$ cat src/lstel_pkg.sv
/*
 * package for the local slave termination and error-log block:
 * register offsets, field positions, reset values, encodings, carriers.
 * assumes one clock domain and a plain register port with 8-bit byte addresses.
 */
`default_nettype none
package lstel_pkg;
   // register byte offsets
   localparam logic [7:0] REG_MISC1 = 8'h00;
   localparam logic [7:0] REG_MISC2 = 8'h04;
   localparam logic [7:0] REG_ELOG_CTL = 8'h08;
   localparam logic [7:0] REG_ELOG_ADDR = 8'h0c;
   localparam logic [7:0] REG_ELOG_DATA = 8'h10;
   localparam logic [7:0] REG_IRQ_CTL = 8'h14;
   localparam logic [7:0] REG_STATUS = 8'h18;
   // field positions
   localparam int B_MA_NORMAL = 0;
   localparam int B_MODE = 1;
   localparam int B_TARGET_ABORT_BUS_ERROR_ENABLE = 0;
   localparam int B_MAX_RETRY_SELECT = 1;
   localparam int B_LOG_EN = 0;
   localparam int B_LOG_STATUS = 1;
   localparam int B_UNLOCK = 2;
   localparam int B_LOG_BE = 8;
   localparam int B_LOG_CMD = 12;
   localparam int B_IRQ_EN = 0;
   localparam int B_IRQ_DIR = 1;
   // reset values
   localparam logic RST_MA_NORMAL = 1'b0;
   localparam logic RST_TARGET_ABORT_BUS_ERROR_ENABLE = 1'b0;
   localparam logic [1:0] RST_MAX_RETRY_SELECT = 2'h0;
   localparam logic RST_UNLOCK = 1'b0;
   // retry limits selected by max_retry_select
   localparam logic [1:0] RTRY_SEL_128 = 2'h0;
   localparam logic [1:0] RTRY_SEL_256 = 2'h1;
   localparam logic [1:0] RTRY_SEL_384 = 2'h2;
   localparam logic [1:0] RTRY_SEL_NONE = 2'h3;
   localparam logic [8:0] RTRY_LIM_128 = 9'h080;
   localparam logic [8:0] RTRY_LIM_256 = 9'h100;
   localparam logic [8:0] RTRY_LIM_384 = 9'h180;
   // termination line masks, lines are active low
   localparam logic [3:0] L_ACK0 = 4'h1;
   localparam logic [3:0] L_ACK1 = 4'h2;
   localparam logic [3:0] L_ERR = 4'h4;
   localparam logic [3:0] L_HALT = 4'h8;
   localparam logic [31:0] ALL_ONES = 32'hffff_ffff;

   typedef enum logic [1:0] {
      M_ASYNC = 2'h0,
      M_BURST_RETRY = 2'h1,
      M_TWO_LINE = 2'h2
   } lstel_mode_e;

   typedef enum logic [1:0] {
      T_NONE = 2'h0,
      T_NORMAL = 2'h1,
      T_BERR = 2'h3,
      T_RETRY = 2'h2
   } lstel_term_e;

   typedef enum logic [2:0] {
      RES_DONE = 3'h0,
      RES_MABORT = 3'h1,
      RES_TABORT = 3'h2,
      RES_RETRY = 3'h3,
      RES_DISC = 3'h4
   } lstel_res_e;

   typedef enum logic [0:0] {
      P_IDLE = 1'b0,
      P_BUSY = 1'b1
   } lstel_pst_e;

   typedef struct packed {
      logic [31:0] addr;
      logic [31:0] data;
      logic [3:0] cmd;
      logic [3:0] be;
      logic write;
   } lstel_ent_s;

   typedef struct packed {
      lstel_ent_s ent;
      logic posted;
      logic burst;
      logic first;
      logic io_image;
   } lstel_lreq_s;

   // bit 0 async_ack_low, 1 transfer_ack_line, 2 transfer_error_line, 3 halt_retry_line
   typedef struct packed {
      logic [3:0] o;
      logic [3:0] oe_n;
   } lstel_pins_s;

   localparam lstel_pins_s PINS_IDLE = '{o: 4'hf, oe_n: 4'hf};
endpackage
`default_nettype wire

$ cat src/lstel_top.sv
/*
 * local-bus slave channel termination, pci error logging and retry limiting.
 * assumes local requests are one-cycle pulses, the write fifo and the pci
 * master sit outside, and all inputs are synchronous to mclk.
 */
// Local design decisions: the placing of the registers and the strobed register port.
// Function
// reads and delayed writes are retried until pci finishes, then translated
// master-abort gives bus error, or normal with all ones if ack bit set
// target-abort gives bus error unless ack bit set and error enable clear
// pci retry and disconnect never reach the local bus
// posted write without room in the write fifo is retried
// burst write retried at start unless it fits; ongoing burst never retried
// other accesses are retried while a delayed or prefetched transfer waits
// burst to an i/o-space image ends with bus error
// async mode: acks; acks plus error; acks, error and halt
// burst-retry mode: only ack, only error, or only retry line
// two-line mode: ack; ack negated plus error; ack plus error
// board pull-ups bring floated lines to negated level
// posted writes end normally; aborted entry is lost, draining continues
// aborted read flushes read fifo; aborted posted write does not
// with logging on, aborted posted write is captured and status set
// logged error with channel locked suspends slave transfers until cleared
// software should set unlock whenever logging is enabled
// unlocked: master keeps running, log holds first error until cleared
// logging off: failed posted entry is dropped, next entry continues
// logging raises interrupt only if enabled; direction picks local or pci
// pci master counts retries, stopping at 128, 256, 384 or never
// at retry limit cycle is discarded; delayed ends in error, posted logged
// retry select codes: 0 is 128, 1 is 256, 2 is 384, 3 unlimited
`default_nettype none
module lstel_top
   import lstel_pkg::*;
#(
   parameter int BURST_BEATS = 4,
   parameter int FREE_W = 8
) (
   input wire logic mclk,
   input wire logic rstn,
   input wire logic [7:0] reg_addr,
   input wire logic [31:0] reg_wdata,
   input wire logic reg_wr,
   input wire logic reg_rd,
   output logic [31:0] reg_rdata,
   input wire logic lb_req,
   input wire lstel_lreq_s lb_cmd,
   output logic lb_done,
   output logic [31:0] lb_rdata,
   output var lstel_pins_s lb_pins,
   input wire logic [FREE_W-1:0] wf_free,
   output logic wf_push,
   output var lstel_ent_s wf_data,
   input wire logic pw_valid,
   input wire lstel_ent_s pw_entry,
   output logic pw_pop,
   output logic rf_flush,
   output logic pm_req,
   output var lstel_ent_s pm_cyc,
   input wire logic pm_done,
   input wire lstel_res_e pm_result,
   input wire logic [31:0] pm_rdata,
   output logic irq_local,
   output logic irq_pci
);
   logic ma_normal_q, target_abort_bus_error_enable_q, log_en_q, log_status_q, unlock_q, irq_en_q, irq_dir_q;
   logic [1:0] max_retry_select_q;
   lstel_mode_e mode_q;
   logic [3:0] log_cmd_q, log_be_q;
   logic [31:0] log_addr_q, log_data_q;
   logic dly_busy_q, dly_done_q;
   lstel_ent_s dly_req_q;
   lstel_term_e dly_term_q, term_q, term_d;
   logic [31:0] dly_rdata_q;
   lstel_pst_e pst_q;
   logic src_q;
   logic [8:0] rcnt_q, lim;
   logic suspend, match, ongoing, push_d, latch_d;
   logic lim_hit, fin, failed, log_fire, fin_dly;
   lstel_term_e fin_term;
   logic [31:0] rdata_d;

   function automatic lstel_pins_s pins_for(lstel_mode_e m, lstel_term_e t);
      lstel_pins_s p;
      logic [3:0] a, n;
      a = 4'h0;
      n = 4'h0;
      unique case (m)
         M_BURST_RETRY: begin
            if (t == T_NORMAL) a = L_ACK1;
            if (t == T_BERR) a = L_ERR;
            if (t == T_RETRY) a = L_HALT;
         end
         M_TWO_LINE: begin
            if (t == T_NORMAL) a = L_ACK1;
            if (t == T_BERR) begin
               a = L_ERR;
               n = L_ACK1;
            end
            if (t == T_RETRY) a = L_ACK1 | L_ERR;
         end
         default: begin
            if (t == T_NORMAL) a = L_ACK0 | L_ACK1;
            if (t == T_BERR) a = L_ACK0 | L_ACK1 | L_ERR;
            if (t == T_RETRY) a = L_ACK0 | L_ACK1 | L_ERR | L_HALT;
         end
      endcase
      p.o = ~a;
      p.oe_n = ~(a | n);
      return p;
   endfunction

   // local attempt decode
   assign suspend = log_status_q && !unlock_q;
   assign match = dly_done_q && lb_cmd.ent.addr == dly_req_q.addr
                  && lb_cmd.ent.write == dly_req_q.write;
   assign ongoing = lb_cmd.burst && lb_cmd.ent.write && !lb_cmd.first;

   always_comb begin
      term_d = T_NONE;
      push_d = 1'b0;
      latch_d = 1'b0;
      if (lb_req) begin
         if (ongoing) begin
            term_d = T_NORMAL;
            push_d = 1'b1;
         end else if (suspend) begin
            term_d = T_RETRY;
         end else if (lb_cmd.burst && lb_cmd.io_image) begin
            term_d = T_BERR;
         end else if (match) begin
            term_d = dly_term_q;
         end else if (dly_busy_q || dly_done_q) begin
            term_d = T_RETRY;
         end else if (lb_cmd.ent.write && lb_cmd.posted) begin
            if (lb_cmd.burst ? wf_free >= FREE_W'(BURST_BEATS) : wf_free != '0) begin
               term_d = T_NORMAL;
               push_d = 1'b1;
            end else begin
               term_d = T_RETRY;
            end
         end else begin
            term_d = T_RETRY;
            latch_d = 1'b1;
         end
      end
   end

   // local termination outputs
   always_ff @(posedge mclk or negedge rstn) begin
      if (!rstn) begin
         term_q <= T_NONE;
         lb_done <= 1'b0;
         lb_pins <= PINS_IDLE;
         lb_rdata <= '0;
         wf_push <= 1'b0;
         wf_data <= '0;
      end else begin
         term_q <= term_d;
         lb_done <= lb_req;
         lb_pins <= lb_req ? pins_for(mode_q, term_d) : PINS_IDLE;
         lb_rdata <= (lb_req && match) ? dly_rdata_q : '0;
         wf_push <= push_d;
         if (push_d) wf_data <= lb_cmd.ent;
      end
   end

   // pci outcome
   always_comb begin
      unique case (max_retry_select_q)
         RTRY_SEL_128: lim = RTRY_LIM_128;
         RTRY_SEL_256: lim = RTRY_LIM_256;
         RTRY_SEL_384: lim = RTRY_LIM_384;
         RTRY_SEL_NONE: lim = '0;
      endcase
   end
   assign lim_hit = pm_result == RES_RETRY && max_retry_select_q != RTRY_SEL_NONE
                    && rcnt_q == lim - 9'h001;
   assign fin = pst_q == P_BUSY && pm_done
                && (pm_result inside {RES_DONE, RES_MABORT, RES_TABORT} || lim_hit);
   assign failed = pm_result != RES_DONE;
   assign fin_dly = fin && !src_q;
   assign log_fire = fin && src_q && failed && log_en_q && !log_status_q;

   always_comb begin
      fin_term = T_NORMAL;
      rdata_d = ALL_ONES;
      if (lim_hit) fin_term = T_BERR;
      else if (pm_result == RES_MABORT) fin_term = ma_normal_q ? T_NORMAL : T_BERR;
      else if (pm_result == RES_TABORT)
         fin_term = (!ma_normal_q || target_abort_bus_error_enable_q) ? T_BERR : T_NORMAL;
      else rdata_d = pm_rdata;
   end

   // pci master sequencing
   always_ff @(posedge mclk or negedge rstn) begin
      if (!rstn) begin
         pst_q <= P_IDLE;
         src_q <= 1'b0;
         rcnt_q <= '0;
         pm_req <= 1'b0;
         pm_cyc <= '0;
         pw_pop <= 1'b0;
         rf_flush <= 1'b0;
      end else begin
         pw_pop <= 1'b0;
         rf_flush <= 1'b0;
         unique case (pst_q)
            P_IDLE: begin
               rcnt_q <= '0;
               if (!suspend && pw_valid) begin
                  pst_q <= P_BUSY;
                  src_q <= 1'b1;
                  pm_req <= 1'b1;
                  pm_cyc <= pw_entry;
               end else if (!suspend && dly_busy_q) begin
                  pst_q <= P_BUSY;
                  src_q <= 1'b0;
                  pm_req <= 1'b1;
                  pm_cyc <= dly_req_q;
               end
            end
            P_BUSY: begin
               if (fin) begin
                  pst_q <= P_IDLE;
                  pm_req <= 1'b0;
                  pw_pop <= src_q;
                  rf_flush <= !src_q && !pm_cyc.write && failed;
               end else if (pm_done && pm_result == RES_RETRY) begin
                  rcnt_q <= rcnt_q + 9'h001;
               end
            end
         endcase
      end
   end

   // delayed transfer tracking
   always_ff @(posedge mclk or negedge rstn) begin
      if (!rstn) begin
         dly_busy_q <= 1'b0;
         dly_done_q <= 1'b0;
         dly_req_q <= '0;
         dly_term_q <= T_NONE;
         dly_rdata_q <= '0;
      end else begin
         if (latch_d) begin
            dly_busy_q <= 1'b1;
            dly_req_q <= lb_cmd.ent;
         end else if (fin_dly) begin
            dly_busy_q <= 1'b0;
            dly_done_q <= 1'b1;
            dly_term_q <= fin_term;
            dly_rdata_q <= rdata_d;
         end else if (lb_req && match && term_d == dly_term_q && !suspend) begin
            dly_done_q <= 1'b0;
         end
      end
   end

   // software control registers
   always_ff @(posedge mclk or negedge rstn) begin
      if (!rstn) begin
         ma_normal_q <= RST_MA_NORMAL;
         mode_q <= M_ASYNC;
         target_abort_bus_error_enable_q <= RST_TARGET_ABORT_BUS_ERROR_ENABLE;
         max_retry_select_q <= RST_MAX_RETRY_SELECT;
         log_en_q <= 1'b0;
         unlock_q <= RST_UNLOCK;
         irq_en_q <= 1'b0;
         irq_dir_q <= 1'b0;
      end else if (reg_wr) begin
         if (reg_addr == REG_MISC1) begin
            ma_normal_q <= reg_wdata[B_MA_NORMAL];
            mode_q <= lstel_mode_e'(reg_wdata[B_MODE+:2]);
         end
         if (reg_addr == REG_MISC2) begin
            target_abort_bus_error_enable_q <= reg_wdata[B_TARGET_ABORT_BUS_ERROR_ENABLE];
            max_retry_select_q <= reg_wdata[B_MAX_RETRY_SELECT+:2];
         end
         if (reg_addr == REG_ELOG_CTL) begin
            log_en_q <= reg_wdata[B_LOG_EN];
            unlock_q <= reg_wdata[B_UNLOCK];
         end
         if (reg_addr == REG_IRQ_CTL) begin
            irq_en_q <= reg_wdata[B_IRQ_EN];
            irq_dir_q <= reg_wdata[B_IRQ_DIR];
         end
      end
   end

   // error log capture; while status is set, a same-cycle clear wins and the new error is lost
   always_ff @(posedge mclk or negedge rstn) begin
      if (!rstn) begin
         log_status_q <= 1'b0;
         log_cmd_q <= '0;
         log_be_q <= '0;
         log_addr_q <= '0;
         log_data_q <= '0;
      end else if (log_fire) begin
         log_status_q <= 1'b1;
         log_cmd_q <= pm_cyc.cmd;
         log_be_q <= pm_cyc.be;
         log_addr_q <= pm_cyc.addr;
         log_data_q <= pm_cyc.data;
      end else if (reg_wr && reg_addr == REG_ELOG_CTL && reg_wdata[B_LOG_STATUS]) begin
         log_status_q <= 1'b0;
      end
   end

   // interrupt outputs
   always_ff @(posedge mclk or negedge rstn) begin
      if (!rstn) begin
         irq_local <= 1'b0;
         irq_pci <= 1'b0;
      end else begin
         irq_local <= log_status_q && irq_en_q && !irq_dir_q;
         irq_pci <= log_status_q && irq_en_q && irq_dir_q;
      end
   end

   // register read port, data in the cycle after the strobe
   always_ff @(posedge mclk or negedge rstn) begin
      if (!rstn) begin
         reg_rdata <= '0;
      end else begin
         reg_rdata <= '0;
         if (reg_rd) begin
            unique case (reg_addr)
               REG_MISC1: reg_rdata <= {29'h0, mode_q, ma_normal_q};
               REG_MISC2: reg_rdata <= {29'h0, max_retry_select_q, target_abort_bus_error_enable_q};
               REG_ELOG_CTL: reg_rdata <= {16'h0, log_cmd_q, log_be_q, 5'h0,
                                           unlock_q, log_status_q, log_en_q};
               REG_ELOG_ADDR: reg_rdata <= log_addr_q;
               REG_ELOG_DATA: reg_rdata <= log_data_q;
               REG_IRQ_CTL: reg_rdata <= {30'h0, irq_dir_q, irq_en_q};
               REG_STATUS: reg_rdata <= {28'h0, pst_q == P_BUSY, suspend,
                                         dly_done_q, dly_busy_q};
               default: reg_rdata <= '0;
            endcase
         end
      end
   end
endmodule // lstel_top
`default_nettype wire

$ cat config.mk
export PLATFORM = sky130hd
export DESIGN_NAME = lstel_top
export DESIGN_NICKNAME = d
export VERILOG_FILES = /design/src/lstel_pkg.sv /design/src/lstel_top.sv
export SDC_FILE = /design/constraint.sdc
export NUM_CORES = 1
export LEC_CHECK = 0
export BUFFER_PORTS_ARGS = -buffer_cell sky130_fd_sc_hd__buf_2
export CELL_PAD_IN_SITES_DETAIL_PLACEMENT = 0
export CELL_PAD_IN_SITES_GLOBAL_PLACEMENT = 2
export CORE_UTILIZATION = 35
export CTS_CLUSTER_SIZE = 28
export DETAILED_ROUTE_END_ITERATION = 10
export PLACE_DENSITY_LB_ADDON = 0.1
export SETUP_SLACK_MARGIN = 0.4
export SYNTH_ARGS = -nofsm -noshare
export SYNTH_HDL_FRONTEND = slang
export SYNTH_SLANG_ARGS = --single-unit
$ cat constraint.sdc
create_clock -name mclk -period 3.55 [get_ports mclk]
set_input_delay 0.71 -clock mclk [delete_from_list [all_inputs] [get_ports mclk]]
set_output_delay 0.71 -clock mclk [all_outputs]
set_load 0.03 [all_outputs]
==> impl.org <==
** Status
- The flow ran to the end, and the final reports show no timing, DRC or antenna violations.

** Drt
- Across all layers, the routed design uses 11,900 vias.
- The detail route stage leaves a number of antenna-violating nets equal to 0.
- Dividing the detail-routed wire length by the instance count gives between 20 and 25 um.
- Post-detailed-route via-to-cell ratio :: 4.89
- For this run, design rule violations remaining after detail routing come to 0.
- The first TritonRoute pass finished after 5 iterations.
- For this block, the initial DRC count from the detailed router was 552.
- Drt total wl :: 51,300 um

** Clock network
- Number of sinks handled by clock tree synthesis :: 425
- TritonCTS built the clock tree.
- Post-CTS setup-driven buffer insertion count :: 0
- CTS Root Buffer Type :: sky130_fd_sc_hd__clkbuf_16
- The clock passes through at most 3 buffers.
- Number of buffers inserted for hold repair after clock tree synthesis :: 0
- Clock-pin slew was measured on the worst setup and hold paths at 0.06 ns.
- Post-CTS repair changed the size of 0 cells.
- TritonCTS created 48 clock buffers.
- The H-tree generated during clock tree synthesis spans 2 levels.
- Latest clock arrival within the worst-skew pair :: 0.58 ns

** Worst setup path
- Crit start category :: flip-flop
- Along the worst path, the maximum fanout reaches 32.
- Endpoint required time on the critical path :: 4.00 ns
- Endpoint kind of the worst setup timing path :: flip-flop
- The critical path is of the reg2reg type.
- Arrival time of the worst setup path :: 3.46 ns

** Timing
- Final total negative setup slack :: 0 ns
- Clock skew on the completed layout was measured at 0.0165 ns.
- Final setup viols :: 0
- The final count of hold timing violations is 0.
- Number of slew-limit violations in the final report :: 0
- Counting I/O delays and the setup requirement, the final critical path takes 3.01 ns.
- Setup repair after global routing could not meet its margin everywhere.
- Maximum clock frequency :: 0.332 GHz
- In the finished design, the share of the clock period the worst path needs comes to 84.8%.
- Worst Hold Slack :: 0.116 ns
- Remaining max-slew budget at the tightest pin :: 42.8%
- At the pin with the least slew margin, the transition time is 0.858 ns.

** Cells and area
- Highest-count cells in the layout ignoring fill and taps :: 434 x sky130_fd_sc_hd__buf_2, 420 x sky130_fd_sc_hd__dfrtp_1, 153 x sky130_fd_sc_hd__mux2_2
- Most common cell after layout, fill and taps aside :: sky130_fd_sc_hd__buf_2
- Layout area overhead :: 27.2%
- The post-route netlist has 44.7% of its cells at a drive strength greater than 1.
- Fill cell instance count of the final layout :: 4,523
- Final layout net count :: 1,985

** Yosys
- Main synth FF type :: sky130_fd_sc_hd__dfrtp_1
- Number of synthesis warnings :: 0
- In the synthesized netlist the async set-or-reset flop fraction comes to 100%.
- Number of cells produced by synthesis :: 1,301
- Cell area after technology mapping :: between 15,000 and 20,000 sq um
- Of the synthesized area, sequential elements account for 61.8%.
- The number of nets in the synthesized netlist is ~1,600.
- Flop and latch count out of synthesis :: between 400 and 500
- Yosys mapped a number of flops with a built-in enable equal to 0.
- Counting distinct cell types in the post-synthesis netlist gives 57.
- Post-Synthesis Mean Instance Area :: 13.2 sq um

** Pwr
- For this design the total switching power over the nets is 0.00615 W.
- For this design the static power due to leakage is 10.7 nW.
- Net switching is 35.5% of the power.
- Maximum ir drop on the vdd rail :: 0.516 mV
- The share of total power dissipated in the clock network is roughly 29%.
- Logic gate share of total power :: 27.9%
- Share of power burned in registers :: 43.0%
- Overall Power :: 0.0173 W
- The internal power of the cells totals 0.0112 W.
- Power Density :: 790 nW/um^2

** Global route
- Initial antenna violation count :: 11
- First-pass GRT wire length :: 77,700 um
- The via count of the first global-routing pass came to 12,300.
- Maximum number of pins on one net before global-route repair :: 76
- Global routing finished with a remaining overflow of 0.
- Across every metal layer, demand over resource in global routing totals 20.6%.

** Floorplanning
- Chip Width :: 224 um
- Total Die Area :: 50,100 sq um
- Area inside the core boundary :: 48,100 sq um
- Initial Util :: 35.8%
- In this run the core area contains 80 standard-cell rows.
- Number of primary I/O pins :: approximately 470
- Overall die height :: 224 um

** Run
- Max-capacitance violation count :: 0

** Placed design
- Routability-driven placement finished with a final weighted congestion of 0.802.
- Dpl hpwl :: about 37,000 um
- Buffers placed on the I/O ports in this run total 435.

** Worst hold path
- Path category of the worst min-delay check :: in2async
==> critical path: stages (launching register included) <==
cell	delay, ns
sky130_fd_sc_hd__dfrtp_1	0.38
sky130_fd_sc_hd__inv_1	0.09
sky130_fd_sc_hd__ha_1	0.21
sky130_fd_sc_hd__or3b_1	0.38
sky130_fd_sc_hd__mux2i_1	0.17
sky130_fd_sc_hd__a31oi_1	0.15
sky130_fd_sc_hd__or2_4	0.29
sky130_fd_sc_hd__or4_4	0.60
sky130_fd_sc_hd__clkbuf_16	0.28
sky130_fd_sc_hd__mux2_4	0.33
==> state kept, by name, indices dropped and copies added (netlist names), 4 cells and up <==
| register | flops |
|---|---|
| dly_rdata_q | 32 |
| dly_req_q | 73 |
| lb_pins | 5 |
| lb_rdata | 32 |
| log_addr_q | 32 |
| log_be_q | 4 |
| log_cmd_q | 4 |
| log_data_q | 32 |
| pm_cyc | 73 |
| rcnt_q | 9 |
| reg_rdata | 32 |
| wf_data | 73 |
==> final timing paths <==
| kind | start | endpoint | slack (ns) | depth (start not counted) |
|---|---|---|---|---|
| setup / recovery | max_retry_select_q[0] | log_addr_q[12] | 0.54 | 9 |
| hold / removal | rstn | wf_data[9] | 0.12 | 1 |
| setup reg to reg | max_retry_select_q[0] | log_addr_q[12] | 0.54 | 9 |
| hold reg to reg | wf_data[0] | wf_data[0] | 0.47 | 1 |
| max in group asynchronous | rstn | dly_rdata_q[27] | 2.51 | 2 |
| min in group mclk | pm_rdata[14] | dly_rdata_q[14] | 0.34 | 2 |
==> synthesized netlist by cell type, drive strengths merged (21+ instances only) <==
| library cell | count | area share [%] |
|---|---|---|
| and2 | 40 | 1.5 |
| a22oi | 21 | 0.92 |
| nand2 | 104 | 2.3 |
| nor2 | 43 | 0.94 |
| clkbuf | 73 | 1.6 |
| o22ai | 74 | 2.7 |
| mux2 | 222 | 16 |
| o22a | 32 | 1.6 |
| o21ai | 86 | 2.5 |
| xor2 | 28 | 1.4 |
| dfrtp | 420 | 61 |
==> metrics by stage <==
stage / instances / worst slack [ns] / utilization [%] / cell area, sq um
floorplan: 1301 / 0.534 / - / 17200
global placement: 2340 / 0.0738 / 42.1 / 20200
detailed placement: 2340 / 0.0323 / 42.1 / 20200
CTS: 2424 / 0.434 / 45.4 / 21900
global route: 2429 / 0.301 / 45.5 / 21900
finish: 2429 / 0.540 / 45.5 / 21900
==> logic make-up after synthesis <==
kind of cell	share of synthesized area [%]
flops	61.8
mux	16.3
simple gates	7.31
buf+inv	2.51
compound gates	9.47
xor+xnor	1.93
fa+ha+maj	0.726
==> area by class of cell <==
class / instances / area (sq um) / area share, %
antenna: 4 / 10.0 / 0.0457
tap: 656 / 821 / 3.75
inverter: 12 / 46.3 / 0.211
clock buffer: 70 / 1450 / 6.60
multi-input combinational: 779 / 6220 / 28.4
clock inverter: 14 / 164 / 0.748
timing repair buffer: 469 / 2570 / 11.7
sequential: 425 / 10600 / 48.6
==> per-layer routing <==
layer	global-route usage, %	part of all wire (%)
met5	0	0.19
met4	5.66	1.7
met3	4.89	5.5
met2	33.1	48
met1	27.8	44
==> power by group through the flow <==
stage	logic, W	clock network (W)	registers, W
global route	0.00523	0.00537	0.00768
global placement	0.00486	0	0.00751
CTS	0.00492	0.00521	0.00749
detailed placement	0.00490	0	0.00756
floorplan	0.00184	0	0.00860
finish	0.00484	0.00503	0.00745
(Power assumes the default switching activity.)
